## src/pkg/sisc_pkg.sv

```systemverilog
/*
  constants for the serial-port interrupt status and clear block:
  register offsets, event bit positions and reset values.
  assumes a 32-bit classic wishbone slave with word-aligned registers.
*/
package sisc_pkg;
  // ==========================================================
  // sizes
  localparam int          SISC_NUM_EVENTS = 6;
  localparam int          SISC_DATA_W     = 32;
  localparam int          SISC_ADDR_W     = 8;

  // ==========================================================
  // register offsets (byte addresses)
  localparam logic [7:0]  SISC_OFS_DISABLE = 8'h30;  // write-only source disable
  localparam logic [7:0]  SISC_OFS_UNMASK  = 8'h34;  // read-only unmask state
  localparam logic [7:0]  SISC_OFS_RAW     = 8'h38;  // read-only raw flags
  localparam logic [7:0]  SISC_OFS_PEND    = 8'h3C;  // pending flags, write-one clear
  localparam logic [7:0]  SISC_OFS_ENABLE  = 8'h2C;  // write-only source enable

  // ==========================================================
  // event bit positions
  localparam int          SISC_BIT_TX_EMPTY   = 0;
  localparam int          SISC_BIT_TX_OVF     = 1;
  localparam int          SISC_BIT_RX_UNF     = 2;
  localparam int          SISC_BIT_RX_OVF     = 3;
  localparam int          SISC_BIT_RX_FULL    = 4;
  localparam int          SISC_BIT_CONTENTION = 5;

  // ==========================================================
  // reset values
  localparam logic [5:0]  SISC_FLAGS_RST = 6'h00;
  localparam logic [31:0] SISC_WORD_ZERO = 32'h0000_0000;
endpackage

```

## src/hdl/sisc_top.sv

```systemverilog
/*
  interrupt status and clear logic of a serial peripheral controller,
  with a classic wishbone slave port and one level interrupt output.
  assumes event inputs are synchronous to CLK_SYS and level-true.
*/
`timescale 1ns/100ps
module sisc_top (
  input  wire logic        CLK_SYS,
  input  wire logic        RESETN,
  input  wire logic [7:0]  WB_ADR_I,
  input  wire logic [31:0] WB_DAT_I,
  input  wire logic [3:0]  WB_SEL_I,
  input  wire logic        WB_WE_I,
  input  wire logic        WB_CYC_I,
  input  wire logic        WB_STB_I,
  output logic      [31:0] WB_DAT_O,
  output logic             WB_ACK_O,
  input  wire logic        CONTENTION_RAW,
  input  wire logic        RX_FULL_RAW,
  input  wire logic        RX_OVERFLOW_RAW,
  input  wire logic        RX_UNDERFLOW_RAW,
  input  wire logic        TX_OVERFLOW_RAW,
  input  wire logic        TX_EMPTY_RAW,
  output logic             IRQ
);
  localparam int N = sisc_pkg::SISC_NUM_EVENTS;

  // ==========================================================
  // raw event gathering
  logic [N-1:0] raw_event_flags;
  logic [N-1:0] raw_reg;

  assign raw_event_flags[sisc_pkg::SISC_BIT_CONTENTION] = CONTENTION_RAW;
  assign raw_event_flags[sisc_pkg::SISC_BIT_RX_FULL]    = RX_FULL_RAW;
  assign raw_event_flags[sisc_pkg::SISC_BIT_RX_OVF]     = RX_OVERFLOW_RAW;
  assign raw_event_flags[sisc_pkg::SISC_BIT_RX_UNF]     = RX_UNDERFLOW_RAW;
  assign raw_event_flags[sisc_pkg::SISC_BIT_TX_OVF]     = TX_OVERFLOW_RAW;
  assign raw_event_flags[sisc_pkg::SISC_BIT_TX_EMPTY]   = TX_EMPTY_RAW;

  // ==========================================================
  // bus decode
  logic       bus_req;
  logic       bus_wr;
  logic       bus_rd;
  logic       lane0;
  logic       hit_disable;
  logic       hit_enable;
  logic       hit_unmask;
  logic       hit_raw;
  logic       hit_pend;
  logic       ack_reg;

  // one access per request; ack drops the cycle after it rose
  assign bus_req     = WB_CYC_I & WB_STB_I & ~ack_reg;
  assign bus_wr      = bus_req & WB_WE_I;
  assign bus_rd      = bus_req & ~WB_WE_I;
  assign lane0       = WB_SEL_I[0];  // all flags live in byte lane 0
  assign hit_disable = (WB_ADR_I == sisc_pkg::SISC_OFS_DISABLE);
  assign hit_enable  = (WB_ADR_I == sisc_pkg::SISC_OFS_ENABLE);
  assign hit_unmask  = (WB_ADR_I == sisc_pkg::SISC_OFS_UNMASK);
  assign hit_raw     = (WB_ADR_I == sisc_pkg::SISC_OFS_RAW);
  assign hit_pend    = (WB_ADR_I == sisc_pkg::SISC_OFS_PEND);

  // ==========================================================
  // unmask state, set by enable and cleared by disable writes
  logic [N-1:0] unmask_reg;
  logic [N-1:0] unmask_next;
  logic [N-1:0] wr_bits;
  logic [N-1:0] en_bits;
  logic [N-1:0] dis_bits;
  logic [N-1:0] clr_bits;

  assign wr_bits     = (bus_wr & lane0) ? WB_DAT_I[N-1:0] : '0;
  assign en_bits     = hit_enable  ? wr_bits : '0;
  assign dis_bits    = hit_disable ? wr_bits : '0;
  assign clr_bits    = hit_pend    ? wr_bits : '0;  // zeros leave bits alone
  // enable wins if both hit the same bit in one cycle (cannot, distinct offsets)
  assign unmask_next = (unmask_reg & ~dis_bits) | en_bits;

  // ==========================================================
  // pending flags: only unmasked events latch
  logic [N-1:0] pend_set;
  logic [N-1:0] pending_event_flags_clear;

  assign pend_set = raw_reg & unmask_reg;

  sisc_flag_bank #(
    .N (N)
  ) u_flags (
    .clk     (CLK_SYS),
    .rst_n   (RESETN),
    .set_i   (pend_set),
    .clr_i   (clr_bits),
    .flags_o (pending_event_flags_clear)
  );

  // ==========================================================
  // read mux; reserved bits and unmapped offsets read zero
  logic [N-1:0]  rd_sel;
  logic [31:0]   rd_word;

  assign rd_sel  = hit_raw    ? raw_reg :
                   hit_pend   ? pending_event_flags_clear :
                   hit_unmask ? unmask_reg : '0;
  assign rd_word = {{(sisc_pkg::SISC_DATA_W - N){1'b0}}, rd_sel};

  // ==========================================================
  // state registers; raw flags sampled so the bus sees a stable word
  always_ff @(posedge CLK_SYS or negedge RESETN) begin
    if (!RESETN) begin
      raw_reg    <= sisc_pkg::SISC_FLAGS_RST;
      unmask_reg <= sisc_pkg::SISC_FLAGS_RST;
    end else begin
      raw_reg    <= raw_event_flags;
      unmask_reg <= unmask_next;
    end
  end

  // bus answer: ack one cycle after request, every offset answered
  always_ff @(posedge CLK_SYS or negedge RESETN) begin
    if (!RESETN) begin
      ack_reg  <= 1'b0;
      WB_DAT_O <= sisc_pkg::SISC_WORD_ZERO;
    end else begin
      ack_reg  <= bus_req;
      WB_DAT_O <= bus_rd ? rd_word : sisc_pkg::SISC_WORD_ZERO;
    end
  end

  assign WB_ACK_O = ack_reg;

  // interrupt level registered from the next value of the pending flags
  always_ff @(posedge CLK_SYS or negedge RESETN) begin
    if (!RESETN) begin
      IRQ <= 1'b0;
    end else begin
      IRQ <= |(((pending_event_flags_clear & ~clr_bits) | pend_set));
    end
  end
endmodule

```

## src/hdl/sisc_flag_bank.sv

```systemverilog
/*
  sticky pending flag bank: set by masked events, cleared by write-one.
  assumes set and clear strobes synchronous to clk; set wins over clear.
*/
`timescale 1ns/100ps
module sisc_flag_bank #(
  parameter int N = 6
) (
  input  wire logic         clk,
  input  wire logic         rst_n,
  input  wire logic [N-1:0] set_i,
  input  wire logic [N-1:0] clr_i,
  output logic      [N-1:0] flags_o
);
  // ==========================================================
  // flag storage
  logic [N-1:0] flags_reg;
  logic [N-1:0] flags_next;

  // set beats clear so no event is lost in the clearing cycle
  assign flags_next = (flags_reg & ~clr_i) | set_i;
  assign flags_o    = flags_reg;

  // flags hold until cleared
  always_ff @(posedge clk or negedge rst_n) begin
    if (!rst_n) begin
      flags_reg <= '0;
    end else begin
      flags_reg <= flags_next;
    end
  end
endmodule

```

## config.mk

```make
export PLATFORM = sky130hd
export DESIGN_NAME = sisc_top
export DESIGN_NICKNAME = d
export VERILOG_FILES = /design/src/pkg/sisc_pkg.sv /design/src/hdl/sisc_top.sv /design/src/hdl/sisc_flag_bank.sv
export SDC_FILE = /design/constraint.sdc
export NUM_CORES = 1
export LEC_CHECK = 0
export ABC_CLOCK_PERIOD_IN_PS = 2100
export BUFFER_PORTS_ARGS = -buffer_cell sky130_fd_sc_hd__buf_2
export CORE_ASPECT_RATIO = 1.4
export CORE_UTILIZATION = 30
export DETAILED_ROUTE_END_ITERATION = 8
export GPL_TIMING_DRIVEN = 0
export HOLD_SLACK_MARGIN = 0.12
export SYNTH_ARGS = -nofsm -noshare
export SYNTH_HDL_FRONTEND = slang
export SYNTH_HIERARCHICAL = 1
export SYNTH_SLANG_ARGS = --single-unit
```

## constraint.sdc

```tcl
create_clock -name CLK_SYS -period 2.1 [get_ports CLK_SYS]
set_clock_uncertainty 0.2 [all_clocks]
set_input_delay 0.42 -clock CLK_SYS [delete_from_list [all_inputs] [get_ports CLK_SYS]]
set_output_delay 0.42 -clock CLK_SYS [all_outputs]
set_load 0.02 [all_outputs]
```

==> flow_summary_export.csv <==
group,metric,value,unit
min_path,holdCritStartpoint,"WB_STB_I",
critical_path,crit_path_start_kind,"register",
global_route,use_met2,24.51,%
sta,min_period,1.974,ns
sta,finalHoldViolCount,0,
yosys,synth_commonest_cells,"27 x buf_4, 26 x dfrtp_1, 12 x inv_1, 10 x nor2_1, 8 x nand3_1",
route,viasPerCell,4.424,
power,p_leak,1.012,nW
floorplan,io_pins,89,
yosys,synth_top_area_cell,"dfrtp_1",
floorplan,rows,29,
critical_path,worst_ep_arrival_time,1.94,ns
global_route,grt_max_degree,27,
global_route,grt_pass1_vias,1118,
route,drt_pre_antenna_iters,4,
route,num_vias,1221,
min_path,hold_end,"WB_ACK_O",
clock_tree,clock_path_buffers,2,
floorplan,initial_core_util,31.85,%
route,wl,3115,µm
yosys,synthCells,146,
placement,io_buffers,32,
yosys,netlist_area,1468,µm²
placement,dp_slack,-0.06868,ns
yosys,ys_seq_area_share,44.33,%
clock_tree,clock-root-buffer,"clkbuf_8",
clock_tree,clock_sinks,26,
global_route,use_met1,13.22,%
yosys,ys_ff_latch,26,
min_path,holdCritPathClass,"input port to register",
critical_path,rrSetupSlack,0.13,ns
route,ant_nets,0,
floorplan,die_x,61.12,µm
placement,dp_hpwl,2522,µm
clock_tree,numCtsBuffers,3,
sta,fin_ws,0.1262,ns
yosys,synth_enable_flop_cells,0,
power,pwr_density_cell,598.1,nW/µm²
clock_tree,h-tree-depth,1,
sta,slew_viol_final,0,
yosys,synth_top_area_share,44.33,%
global_route,global_route.usage.met3,2.003,%
run,maxCapViolCount,0,
sta,min_period_over_period,93.99,%
yosys,synthTopCellsByArea,"dfrtp_1 44%, buf_4 14%, mux2_2 4.6%",
global_route,globalRoute.totalOverflow,0,
outcome,status,"completed",
route,drc_errors,0,
critical_path,critPathMaxFanout,10,
clock_tree,clk_latency,0.27,ns
sta,tightest_slew,0.7366,ns
yosys,postSynth.asyncResetShare,100.0,%
floorplan,dieArea,5180,µm²
route,drtIter0Drc,20,
yosys,yosysMostFrequentCell,"buf_4",
critical_path,reg2regPathDepth,6,
critical_path,path_class,"register to register",
critical_path,crit_path_end_kind,"register",
global_route,grt_pass1_wl,4836,µm
global_route,antenna_found_initial,0,
critical_path,reg2reg_from,"WB_ACK_O",
yosys,synth_area_per_cell,10.05,µm²
floorplan,die_h,84.76,µm
sta,fmax,506.6,MHz
sta,setup_violations,0,
clock_tree,cts_setup_buffers,0,
sta,slew_headroom,50.52,%
min_path,hold_path_depth,3,
critical_path,timing.rr.end,"u_flags/flags_o[4]",
yosys,synth_ff_type,"dfrtp_1",
finish,nFillCells,474,
finish,diodes,0,
clock_tree,clk_pin_slew,0.09,ns
power,ir_worst_vdd,320.8,µV
yosys,synth_cell_type_count,28,
finish,num-nets-final,270,
floorplan,design.core.area,4608,µm²
finish,drive_gt1_share,35.98,%
clock_tree,cts_tree,"built",
finish,area_growth,32.40,%
yosys,yosys_warnings,6,
global_route,grt_usage,12.90,%
finish,fin_util,42.17,%
global_route,busiest_layer,"met2",
sta,rsz0062_at_grt,"no",
critical_path,cp.required,2.07,ns
placement,gp_congestion,0.7448,
route,wl_per_cell,11.29,µm
==> worst max-delay path, stage by stage (launching register included) <==
cell,delay [ns]
dfrtp_1,0.41
nand2b_1,0.26
nor2_2,0.33
buf_2,0.28
and3_1,0.19
inv_1,0.05
a21o_1,0.16
==> where the power goes <==
group	total (mW)	leakage, nW	switching (mW)	internal [mW]
combinational	0.209	0.630	0.115	0.0940
sequential	0.540	0.346	0.0155	0.525
clock	0.413	0.0357	0.158	0.255
total	1.16	1.01	0.288	0.874
==> per-stage QoR <==
step	hold WS (ns)	cell area (µm²)	power, mW	setup TNS (ns)	std cells
floorplan	-0.07559	1562	0.6852	0	171
global placement	0.2503	1799	0.7488	-0.3737	265
detailed placement	0.2535	1799	0.7511	-0.3653	265
CTS	0.2221	1941	1.181	0	276
global route	0.2242	1943	1.226	0	276
finish	0.2236	1943	1.162	0	276
==> layout by cell type, fill, tap and decap left out <==
cell type,count
buf_2,35
buf_4,27
dfrtp_1,26
conb_1,26
inv_1,12
nor2_1,9
nand3_1,8
dlygate4sd3_1,7
a32o_1,6
and2_1,6
mux2_2,6
a22oi_1,6
a21o_1,6
nor4_2,3
nand4_1,3
nor4_1,3
clkbuf_8,3
nand2_1,2
nand4bb_1,2
nor3_1,2
and3_1,2
a31oi_1,2
o41ai_1,2
a22o_1,2
nand2b_1,1
nor2_2,1
or2_2,1
or3_1,1
buf_1,1
o2111ai_1,1
a2111o_1,1
bufinv_16,1
==> how the worst max path moves through the flow <==
stage	startpoint	to	depth (start not counted)
2_1_floorplan	WB_ACK_O	u_flags/flags_o[4]	6
5_1_grt	WB_ACK_O	u_flags/flags_o[4]	6
3_5_place_dp	WB_ADR_I[6]	unmask_reg[5]	6
3_3_place_gp	WB_ADR_I[6]	unmask_reg[4]	6
6_report	WB_ACK_O	u_flags/flags_o[4]	6
4_1_cts	WB_ACK_O	u_flags/flags_o[4]	6
==> routing by layer <==
layer / part of all wire (%) / wire length [µm]
met5: 0 / 0
met4: 1.5 / 46
met2: 59 / 1824
met3: 3.8 / 119
met1: 36 / 1125
==> timing repair <==
| action | CTS | global route |
|---|---|---|
| endpoints found under the hold margin | 32 | 0 |
| resized for setup | 0 | 1 |
| setup endpoints to repair | 0 | 5 |
| hold buffers | 7 | 0 |
==> layout make-up <==
type / count / area, µm² / area share [%]
multi-input cells: 102 / 646.9 / 33.29
repair buffers: 39 / 230.2 / 11.85
clock inverters: 1 / 30.03 / 1.545
plain buffers: 31 / 221.5 / 11.40
flip-flops and latches: 26 / 650.6 / 33.48
well taps: 62 / 77.57 / 3.992
inverters: 12 / 45.04 / 2.318
clock buffers: 3 / 41.29 / 2.125
==> kinds of logic after synthesis <==
logic type | count (synthesis) | share of synthesized area [%]
mux | 6 | 4.603
simple gates | 44 | 17.82
buf+inv | 43 | 18.16
flops | 26 | 44.33
compound gates | 26 | 14.83
other cells | 1 | 0.2555
Power figures use the tool's default switching activity.
